<file path="src/fls_pkg.sv">
// Package for the front-end and L2 event selector: selector codes, register
// map, reset values and the event carrier structs.
// Assumes one core clock; all event strobes arrive synchronous to it.
package fls_pkg;

  // ----------------------------------------------------------------
  // Event numbers
  // ----------------------------------------------------------------
  localparam logic [7:0] FLS_EV_DUAL_UOP = 8'h19;
  localparam logic [7:0] FLS_EV_IQ_FILL = 8'h1e;
  localparam logic [7:0] FLS_EV_LOOP_FAIL = 8'h20;
  localparam logic [7:0] FLS_EV_L2_REQ = 8'h24;
  localparam logic [7:0] FLS_EV_L2_DATA = 8'h26;

  // ----------------------------------------------------------------
  // Unit masks
  // ----------------------------------------------------------------
  localparam logic [7:0] FLS_UM_01 = 8'h01;
  localparam logic [7:0] FLS_UM_02 = 8'h02;
  localparam logic [7:0] FLS_UM_03 = 8'h03;
  localparam logic [7:0] FLS_UM_04 = 8'h04;
  localparam logic [7:0] FLS_UM_08 = 8'h08;
  localparam logic [7:0] FLS_UM_0C = 8'h0c;
  localparam logic [7:0] FLS_UM_0F = 8'h0f;
  localparam logic [7:0] FLS_UM_10 = 8'h10;
  localparam logic [7:0] FLS_UM_20 = 8'h20;
  localparam logic [7:0] FLS_UM_30 = 8'h30;
  localparam logic [7:0] FLS_UM_40 = 8'h40;
  localparam logic [7:0] FLS_UM_80 = 8'h80;
  localparam logic [7:0] FLS_UM_C0 = 8'hc0;
  localparam logic [7:0] FLS_UM_AA = 8'haa;
  localparam logic [7:0] FLS_UM_FF = 8'hff;

  // ----------------------------------------------------------------
  // Register map (byte addresses) and fields
  // ----------------------------------------------------------------
  localparam int FLS_ADDR_W = 8;
  localparam logic [7:0] FLS_SEL_OFS = 8'h00;
  localparam logic [7:0] FLS_STAT_OFS = 8'h04;
  localparam int FLS_SEL_EVT_LSB = 0;
  localparam int FLS_SEL_UM_LSB = 8;
  localparam int FLS_SEL_EN_BIT = 16;
  localparam int FLS_STAT_INC_LSB = 0;
  localparam int FLS_STAT_LEGAL_BIT = 8;
  localparam int FLS_STAT_EN_BIT = 9;
  localparam logic [16:0] FLS_SEL_RST = 17'h00000;
  localparam logic [1:0] FLS_RESP_OKAY = 2'h0;
  localparam logic [1:0] FLS_RESP_DECERR = 2'h3;

  // ----------------------------------------------------------------
  // Event carrier
  // ----------------------------------------------------------------
  localparam int FLS_L2_PORTS = 2;
  localparam int FLS_INC_W = 4;
  localparam logic [FLS_INC_W-1:0] FLS_INC_RST = 4'h0;

  typedef enum logic [2:0] {
    FLS_KIND_LOAD = 3'h0,
    FLS_KIND_OWN = 3'h1,
    FLS_KIND_CODE = 3'h2,
    FLS_KIND_PF_READ = 3'h3,
    FLS_KIND_PF_OWN = 3'h4,
    FLS_KIND_PF_CODE = 3'h5
  } fls_kind_e;

  typedef enum logic [1:0] {
    FLS_LINE_I = 2'h0,
    FLS_LINE_S = 2'h1,
    FLS_LINE_E = 2'h2,
    FLS_LINE_M = 2'h3
  } fls_line_e;

  typedef struct packed {
    logic valid;
    fls_kind_e kind;
    fls_line_e line;
    logic rejected;
  } fls_l2_req_s;

  typedef struct packed {
    logic [2:0] dual_microop_decode;
    logic [2:0] iq_entry_written;
    logic loop_stream_failure;
    fls_l2_req_s [FLS_L2_PORTS-1:0] l2_req;
  } fls_events_s;

endpackage : fls_pkg

</file>
<file path="src/fls_event_selector.sv">
// Front-end and L2 event selector with its AXI4-Lite control slave.
// Assumes event strobes are synchronous to clock and the counter adds
// cnt_inc every cycle.
//
// What this block does
// Event 19H mask 01H adds each decoded instruction yielding two micro-ops.
// Event 1EH mask 01H counts cycles writing at least one queue entry.
// Event 20H mask 01H counts loops the loop streamer cannot stream.
// 24H/01H counts L2 load hits, demand and prefetch, excluding rejected loads.
// 24H/02H counts L2 load misses, demand and L1 prefetch.
// 24H/03H counts all L2 load requests except rejected load hits.
// 24H/04H counts ownership requests hitting L2, write-combining included.
// 24H/08H counts ownership requests missing L2, demand and prefetch.
// 24H with both ownership bits counts every ownership request.
// 24H/10H counts code fetches hitting L2.
// 24H/20H counts code fetches missing L2.
// 24H/30H counts every code fetch reaching L2.
// 24H/40H counts L2 prefetch hits, code and data.
// 24H/80H counts L2 prefetch misses, code and data.
// 24H with both prefetch bits counts every L2 prefetch.
// 24H/AAH counts every L2 miss of any type.
// 24H/FFH counts every L2 request of any type except rejected load hits.
// 26H bits 01H-08H select demand loads on I, S, E, M lines.
// 26H/0FH counts every demand data request, any line state.
// 26H bits 10H-40H select prefetch data loads on I, S, E lines.
// Prefetch ownership on shared line is a miss; prefetch read a hit.
// Count only on matching event; concurrent sub-events add together.
// Unlisted event and mask combinations never increment.
`timescale 1ns/1ps
module fls_event_selector
  import fls_pkg::*;
(
  // Clock and reset
  input wire logic clock,
  input wire logic rst_n,
  // AXI4-Lite write address
  input wire logic s_axi_awvalid,
  output logic s_axi_awready,
  input wire logic [FLS_ADDR_W-1:0] s_axi_awaddr,
  input wire logic [2:0] s_axi_awprot,
  // AXI4-Lite write data
  input wire logic s_axi_wvalid,
  output logic s_axi_wready,
  input wire logic [31:0] s_axi_wdata,
  input wire logic [3:0] s_axi_wstrb,
  // AXI4-Lite write response
  output logic s_axi_bvalid,
  input wire logic s_axi_bready,
  output logic [1:0] s_axi_bresp,
  // AXI4-Lite read address
  input wire logic s_axi_arvalid,
  output logic s_axi_arready,
  input wire logic [FLS_ADDR_W-1:0] s_axi_araddr,
  input wire logic [2:0] s_axi_arprot,
  // AXI4-Lite read data
  output logic s_axi_rvalid,
  input wire logic s_axi_rready,
  output logic [31:0] s_axi_rdata,
  output logic [1:0] s_axi_rresp,
  // Raw event strobes from pipeline and L2
  input wire fls_events_s ev,
  // Increment to the programmable counter
  output logic [FLS_INC_W-1:0] cnt_inc
);

  // ----------------------------------------------------------------
  // Selection register
  // ----------------------------------------------------------------
  logic [16:0] sel_q;
  logic [16:0] sel_d;
  wire logic [7:0] sel_evt = sel_q[FLS_SEL_EVT_LSB +: 8];
  wire logic [7:0] sel_um = sel_q[FLS_SEL_UM_LSB +: 8];
  wire logic sel_en = sel_q[FLS_SEL_EN_BIT];

  // ----------------------------------------------------------------
  // Legal combinations
  // ----------------------------------------------------------------
  // Partial masks must not leak counts, so only listed masks pass.
  function automatic logic combo_legal(input logic [7:0] evt, input logic [7:0] um);
    logic ok;
    ok = 1'b0;
    case (evt)
      FLS_EV_DUAL_UOP, FLS_EV_IQ_FILL, FLS_EV_LOOP_FAIL: begin
        ok = (um == FLS_UM_01);
      end
      FLS_EV_L2_REQ: begin
        ok = (um inside {FLS_UM_01, FLS_UM_02, FLS_UM_03, FLS_UM_04, FLS_UM_08,
                         FLS_UM_0C, FLS_UM_10, FLS_UM_20, FLS_UM_30, FLS_UM_40,
                         FLS_UM_80, FLS_UM_C0, FLS_UM_AA, FLS_UM_FF});
      end
      FLS_EV_L2_DATA: begin
        ok = (um inside {FLS_UM_01, FLS_UM_02, FLS_UM_04, FLS_UM_08, FLS_UM_0F,
                         FLS_UM_10, FLS_UM_20, FLS_UM_40});
      end
      default: begin
        ok = 1'b0;
      end
    endcase
    return ok;
  endfunction : combo_legal

  wire logic legal = combo_legal(sel_evt, sel_um);

  // ----------------------------------------------------------------
  // Per-port L2 classification
  // ----------------------------------------------------------------
  logic [7:0] req_vec [FLS_L2_PORTS];
  logic [7:0] data_vec [FLS_L2_PORTS];
  logic [FLS_L2_PORTS-1:0] req_sel;
  logic [FLS_L2_PORTS-1:0] data_sel;

  for (genvar p = 0; p < FLS_L2_PORTS; p++) begin : g_port
    fls_l2_req_s r;
    wire logic is_load;
    wire logic is_own;
    wire logic is_code;
    wire logic is_pf;
    wire logic is_pf_data;
    wire logic hit;
    assign r = ev.l2_req[p];
    assign is_load = r.valid && (r.kind == FLS_KIND_LOAD);
    // Write-combining ownership requests arrive as plain ownership requests
    assign is_own = r.valid && (r.kind == FLS_KIND_OWN);
    assign is_code = r.valid && (r.kind == FLS_KIND_CODE);
    assign is_pf = r.valid && (r.kind inside {FLS_KIND_PF_READ, FLS_KIND_PF_OWN,
                                              FLS_KIND_PF_CODE});
    assign is_pf_data = r.valid && (r.kind inside {FLS_KIND_PF_READ, FLS_KIND_PF_OWN});
    // Shared line cannot grant ownership, so a prefetch ownership there misses
    assign hit = (r.line != FLS_LINE_I)
                 && !((r.kind == FLS_KIND_PF_OWN) && (r.line == FLS_LINE_S));
    assign req_vec[p][0] = is_load && hit && !r.rejected;
    assign req_vec[p][1] = is_load && !hit;
    assign req_vec[p][2] = is_own && hit;
    assign req_vec[p][3] = is_own && !hit;
    assign req_vec[p][4] = is_code && hit;
    assign req_vec[p][5] = is_code && !hit;
    assign req_vec[p][6] = is_pf && hit;
    assign req_vec[p][7] = is_pf && !hit;
    assign data_vec[p][0] = is_load && (r.line == FLS_LINE_I);
    assign data_vec[p][1] = is_load && (r.line == FLS_LINE_S);
    assign data_vec[p][2] = is_load && (r.line == FLS_LINE_E);
    assign data_vec[p][3] = is_load && (r.line == FLS_LINE_M);
    assign data_vec[p][4] = is_pf_data && (r.line == FLS_LINE_I);
    assign data_vec[p][5] = is_pf_data && (r.line == FLS_LINE_S);
    assign data_vec[p][6] = is_pf_data && (r.line == FLS_LINE_E);
    assign data_vec[p][7] = 1'b0;
    // Combined masks OR the one-hot classes: 03H, 0CH, 30H, C0H, AAH, FFH, 0FH
    assign req_sel[p] = |(req_vec[p] & sel_um);
    assign data_sel[p] = |(data_vec[p] & sel_um);
  end : g_port

  // ----------------------------------------------------------------
  // Increment selection
  // ----------------------------------------------------------------
  logic [FLS_INC_W-1:0] req_sum;
  logic [FLS_INC_W-1:0] data_sum;
  logic [FLS_INC_W-1:0] inc_d;
  logic [FLS_INC_W-1:0] inc_q;

  // Each port is one request per cycle; ports add up
  always_comb begin
    req_sum = '0;
    data_sum = '0;
    for (int i = 0; i < FLS_L2_PORTS; i++) begin
      req_sum = req_sum + {{(FLS_INC_W-1){1'b0}}, req_sel[i]};
      data_sum = data_sum + {{(FLS_INC_W-1){1'b0}}, data_sel[i]};
    end
  end

  always_comb begin
    inc_d = '0;
    if (sel_en && legal) begin
      case (sel_evt)
        FLS_EV_DUAL_UOP: begin
          inc_d = {1'b0, ev.dual_microop_decode};
        end
        FLS_EV_IQ_FILL: begin
          inc_d = {{(FLS_INC_W-1){1'b0}}, (ev.iq_entry_written != 3'h0)};
        end
        FLS_EV_LOOP_FAIL: begin
          inc_d = {{(FLS_INC_W-1){1'b0}}, ev.loop_stream_failure};
        end
        FLS_EV_L2_REQ: begin
          inc_d = req_sum;
        end
        FLS_EV_L2_DATA: begin
          inc_d = data_sum;
        end
        default: begin
          inc_d = '0;
        end
      endcase
    end
  end

  always_ff @(posedge clock) begin
    if (!rst_n) begin
      inc_q <= FLS_INC_RST;
    end else begin
      inc_q <= inc_d;
    end
  end

  assign cnt_inc = inc_q;

  // ----------------------------------------------------------------
  // AXI4-Lite write path
  // ----------------------------------------------------------------
  logic aw_hold_q;
  logic w_hold_q;
  logic bvalid_q;
  logic [1:0] bresp_q;
  logic [FLS_ADDR_W-1:0] awaddr_q;
  logic [31:0] wdata_q;
  logic [3:0] wstrb_q;

  wire logic aw_take = s_axi_awvalid && s_axi_awready;
  wire logic w_take = s_axi_wvalid && s_axi_wready;
  wire logic do_write = aw_hold_q && w_hold_q && !bvalid_q;
  wire logic wr_sel = (awaddr_q[FLS_ADDR_W-1:2] == FLS_SEL_OFS[FLS_ADDR_W-1:2]);
  wire logic wr_stat = (awaddr_q[FLS_ADDR_W-1:2] == FLS_STAT_OFS[FLS_ADDR_W-1:2]);

  assign s_axi_awready = !aw_hold_q && !bvalid_q;
  assign s_axi_wready = !w_hold_q && !bvalid_q;
  assign s_axi_bvalid = bvalid_q;
  assign s_axi_bresp = bresp_q;

  // Byte lanes 0 to 2 carry the selection fields
  always_comb begin
    sel_d = sel_q;
    if (do_write && wr_sel) begin
      if (wstrb_q[0]) begin
        sel_d[7:0] = wdata_q[7:0];
      end
      if (wstrb_q[1]) begin
        sel_d[15:8] = wdata_q[15:8];
      end
      if (wstrb_q[2]) begin
        sel_d[16] = wdata_q[16];
      end
    end
  end

  always_ff @(posedge clock) begin
    if (!rst_n) begin
      aw_hold_q <= 1'b0;
      awaddr_q <= '0;
    end else if (aw_take) begin
      aw_hold_q <= 1'b1;
      awaddr_q <= s_axi_awaddr;
    end else if (do_write) begin
      aw_hold_q <= 1'b0;
    end
  end

  always_ff @(posedge clock) begin
    if (!rst_n) begin
      w_hold_q <= 1'b0;
      wdata_q <= '0;
      wstrb_q <= '0;
    end else if (w_take) begin
      w_hold_q <= 1'b1;
      wdata_q <= s_axi_wdata;
      wstrb_q <= s_axi_wstrb;
    end else if (do_write) begin
      w_hold_q <= 1'b0;
    end
  end

  // Status is read-only; a write there is accepted and dropped
  always_ff @(posedge clock) begin
    if (!rst_n) begin
      bvalid_q <= 1'b0;
      bresp_q <= FLS_RESP_OKAY;
    end else if (do_write) begin
      bvalid_q <= 1'b1;
      bresp_q <= (wr_sel || wr_stat) ? FLS_RESP_OKAY : FLS_RESP_DECERR;
    end else if (s_axi_bready) begin
      bvalid_q <= 1'b0;
    end
  end

  always_ff @(posedge clock) begin
    if (!rst_n) begin
      sel_q <= FLS_SEL_RST;
    end else begin
      sel_q <= sel_d;
    end
  end

  // ----------------------------------------------------------------
  // AXI4-Lite read path
  // ----------------------------------------------------------------
  logic rvalid_q;
  logic [31:0] rdata_q;
  logic [1:0] rresp_q;

  wire logic ar_take = s_axi_arvalid && s_axi_arready;
  wire logic rd_sel = (s_axi_araddr[FLS_ADDR_W-1:2] == FLS_SEL_OFS[FLS_ADDR_W-1:2]);
  wire logic rd_stat = (s_axi_araddr[FLS_ADDR_W-1:2] == FLS_STAT_OFS[FLS_ADDR_W-1:2]);
  wire logic [31:0] stat_word = {22'h000000, sel_en, legal, 4'h0, inc_q};
  wire logic [31:0] rd_word = rd_sel ? {15'h0000, sel_q} : (rd_stat ? stat_word : 32'h0);

  assign s_axi_arready = !rvalid_q;
  assign s_axi_rvalid = rvalid_q;
  assign s_axi_rdata = rdata_q;
  assign s_axi_rresp = rresp_q;

  always_ff @(posedge clock) begin
    if (!rst_n) begin
      rvalid_q <= 1'b0;
      rdata_q <= '0;
      rresp_q <= FLS_RESP_OKAY;
    end else if (ar_take) begin
      rvalid_q <= 1'b1;
      rdata_q <= rd_word;
      rresp_q <= (rd_sel || rd_stat) ? FLS_RESP_OKAY : FLS_RESP_DECERR;
    end else if (s_axi_rready) begin
      rvalid_q <= 1'b0;
    end
  end

endmodule : fls_event_selector

</file>
<file path="config.mk">
export PLATFORM = sky130hd
export DESIGN_NAME = fls_event_selector
export DESIGN_NICKNAME = d
export VERILOG_FILES = /design/src/fls_pkg.sv /design/src/fls_event_selector.sv
export SDC_FILE = /design/constraint.sdc
export NUM_CORES = 1
export LEC_CHECK = 0
export BUFFER_PORTS_ARGS = -buffer_cell sky130_fd_sc_hd__buf_4
export CAP_MARGIN = 20
export CORE_UTILIZATION = 46
export CTS_BUF_LIST = sky130_fd_sc_hd__clkbuf_4
export DETAILED_ROUTE_END_ITERATION = 8
export PLACE_DENSITY = 0.78
export SLEW_MARGIN = 20
export SYNTH_ARGS = -nofsm -noshare
export SYNTH_HDL_FRONTEND = slang
export SYNTH_SLANG_ARGS = --single-unit
</file>
<file path="constraint.sdc">
create_clock -name clock -period 2.5 [get_ports clock]
set_input_delay 0.5 -clock clock [delete_from_list [all_inputs] [get_ports clock]]
set_output_delay 0.5 -clock clock [all_outputs]
set_load 0.005 [all_outputs]
</file>
==> impl_metrics.tcl <==
set metrics [dict create \
    dp_cells 605 \
    status "complete, no violations" \
    fin_setup_tns_ns 0 \
    cts_setup_buffers 0 \
    die_w_um 90.4 \
    cts-hold-fix-buffers 0 \
    stdcell_area_mm2 0.00443 \
    ys_ff_latch 69 \
    dpl.hpwl_um 6080 \
    fmax_ghz 0.423 \
    finalWirelength_um 8370 \
    tritoncts "yes" \
    first_global_vias 3014 \
    synth.avg_cell_area_um2 8.24 \
    clk_path_buf_depth 2 \
    maxCapViolCount 0 \
    ff2ff_setup_slack_ns 0.16 \
    hold_class "input pin to flip-flop" \
    crit_path_end "cnt_inc[0]$_SDFF_PN0_" \
    grtUsageTotal_pct 20.8 \
    rsz0062_at_grt "no" \
    rr_worst_depth 9 \
    fin_crit_ns 2.36 \
    ios 131 \
    path_clk_slew_ns 0.11 \
    num_antenna_cells 0 \
    seq_area_frac_synth_pct 38.5 \
    min_period_over_period_pct 94.5 \
    power_leakage_nw 1.79 \
    ir_worst_vdd_v 0.000325 \
    slowest_delay_ns 0.38 \
    final_cell_mix "nand2_1, buf_4, dfxtp_1" \
    crit_start "ev[11]" \
    drtAntennaViolNets 0 \
    criticalPathCategory "input pin to flip-flop" \
    antenna_found_initial 0 \
    fin_cells 621 \
    netlist_instances 436 \
    drc_errors 0 \
    gp_congestion 0.848 \
    endpoint_kind "flip-flop" \
    rows 31 \
    num_vias 3277 \
    crit_chain "buf_4, or3b_1, a21oi_2, mux4_2, nor2b_1, o21ai_1, a21boi_1, ha_1, mux2i_1, o21ai_0, a31oi_1, nor3_1" \
    cp.required_ns 2.84 \
    worstHoldPathCells 3 \
    synth_edf_count 0 \
    viasPerCell 5.28 \
    grt_max_degree 58 \
    synth_area_mm2 0.00359 \
    r2r-end "cnt_inc[0]$_SDFF_PN0_" \
    start_util_pct 48.5 \
    synth.distinct_cells 56 \
    insertion_delay_ns 0.41 \
    final_nets 605 \
    core_mm2 0.00741 \
    final_common_cell "nand2_1" \
    placed_area_mm2 0.00428 \
    die_h_um 90.4 \
    async_flop_share_pct 0 \
    setup_viol 0 \
    grt_overflow 0 \
    layout-drive-gt1-share_pct 24.9 \
    cp-start-kind "input pin" \
    r2r-start "sel_q[8]$_SDFFE_PN0P_" \
    fin_util_pct 59.8 \
    maxSlewViolCount 0 \
    worst_pin_slew_ns 0.866 \
    synth_flop_cell "dfxtp_1" \
    dr.pass1.iters 4 \
    hold_violations 0 \
    whs_ns 0.328 \
    grt_pass1_wl_um 13900 \
    io_buffers 88 \
    clock_sink_count 69 \
    yosys_warnings 0 \
    ctsResizeCount 0 \
    slew_headroom_pct 41.9 \
    crit_slowest_cell "or3b_1" \
    die_area_mm2 0.00817 \
    cellPowerDensity_mw_per_mm2 500 \
    final.setup_skew_ns 0.0141 \
    cts_root_buf "clkbuf_4" \
    drt_iter0_markers 193 \
    wl_per_cell_um 13.5 \
    path_max_fanout 3 \
    htree_levels 3 \
    worstPathArrival_ns 2.70 \
    syn_to_final_growth_pct 23.3 \
    cts_made_buffers 9 \
]
-- synth_stat cells, types with 2 or more instances --
master	count	area (µm²)
a21boi_0	41	308
a21boi_1	2	15.0
a21oi_1	19	95.1
a22oi_1	2	15.0
a31oi_1	2	12.5
and2_1	3	18.8
and3_1	2	12.5
buf_2	4	20.0
buf_4	19	143
clkbuf_1	23	86.3
dfxtp_1	69	1380
ha_1	2	25.0
inv_1	3	11.3
mux2_2	7	78.8
mux2i_1	13	130
mux4_2	3	67.6
nand2_1	103	387
nand2b_1	4	25.0
nand3_1	24	120
nand4_1	3	18.8
nor2_1	10	37.5
nor2b_1	16	100
nor3_1	8	40.0
nor3b_1	5	37.5
nor4_1	3	18.8
o211a_1	3	30.0
o211ai_1	2	15.0
o21ai_0	8	40.0
o21ai_1	3	15.0
o31ai_1	3	22.5
or4_1	2	15.0
-- sequential cells by signal (all words and copies together), names as in the netlist --
register,flops
aw_hold_q,1
awaddr_q,6
cnt_inc,3
s_axi_bresp,1
s_axi_bvalid,1
s_axi_rdata,17
s_axi_rresp,1
s_axi_rvalid,1
sel_q,17
w_hold_q,1
wdata_q,17
wstrb_q,3
-- per-stage QoR --
stage / setup WS, ns / total power, W
2_1_floorplan: 0.0406 / 0.00134
3_3_place_gp: -0.224 / 0.00145
3_5_place_dp: -0.265 / 0.00146
4_1_cts: 0.176 / 0.00224
5_1_grt: 0.000265 / 0.00231
6_report: 0.137 / 0.00221
-- final cells by class --
class | instances | area, µm²
Clock buffer | 10 | 75.1
Clock inverter | 6 | 77.6
Fill cell | 683 | 2980
Inverter | 3 | 11.3
Multi-Input combinational cell | 332 | 2000
Sequential cell | 69 | 1380
Tap cell | 99 | 124
Timing Repair Buffer | 102 | 766
-- cells by family (layout without fill, tap and decap cells) --
family / Yosys count / count (layout) / share of synthesized area, %
other: 1 / 16 / 0.104
adder cells (fa/ha/maj): 2 / 2 / 0.697
flip-flops: 69 / 69 / 38.5
buffers and inverters: 50 / 121 / 7.56
XOR/XNOR: 2 / 2 / 0.488
multiplexers: 24 / 24 / 8.43
AO/OA/AOI/OAI: 95 / 95 / 18.1
AND/OR/NAND/NOR: 193 / 193 / 26.1
-- critical path, delay by kind of cell --
family	cells	cell delay (ns)
AOI/OAI and AO/OA	5	0.78
and+or+nand+nor	3	0.66
muxes	2	0.38
adders and majority gates	1	0.27
buffers and inverters	1	0.11
-- worst min path at each step --
stage / end / startpoint
2_1_floorplan: sel_q[7]$_SDFFE_PN0P_ / wdata_q[7]$_SDFFE_PN0P_
6_report: cnt_inc[2]$_SDFF_PN0_ / ev[20]
4_1_cts: cnt_inc[2]$_SDFF_PN0_ / ev[20]
5_1_grt: s_axi_rvalid$_SDFFE_PN0P_ / s_axi_arvalid
3_3_place_gp: s_axi_rdata[11]$_SDFFE_PN0P_ / s_axi_rdata[11]$_SDFFE_PN0P_
3_5_place_dp: s_axi_rdata[7]$_SDFFE_PN0P_ / s_axi_rdata[7]$_SDFFE_PN0P_
-- layer usage --
layer	vias to the layer above	routed length [µm]	track usage [%]
li1	1643	-	-
met1	1512	3700	26.3
met2	112	4080	34.0
met3	10	498	5.13
met4	0	93	8.47
met5	-	0	0
-- where the power goes --
group | switching, W | internal, W | leakage, nW
clock network | 0.000377 | 0.000408 | 0.0852
registers | 0.0000263 | 0.00113 | 0.561
logic | 0.000131 | 0.000138 | 1.14
No activity file was read; power rests on OpenSTA's default activity.
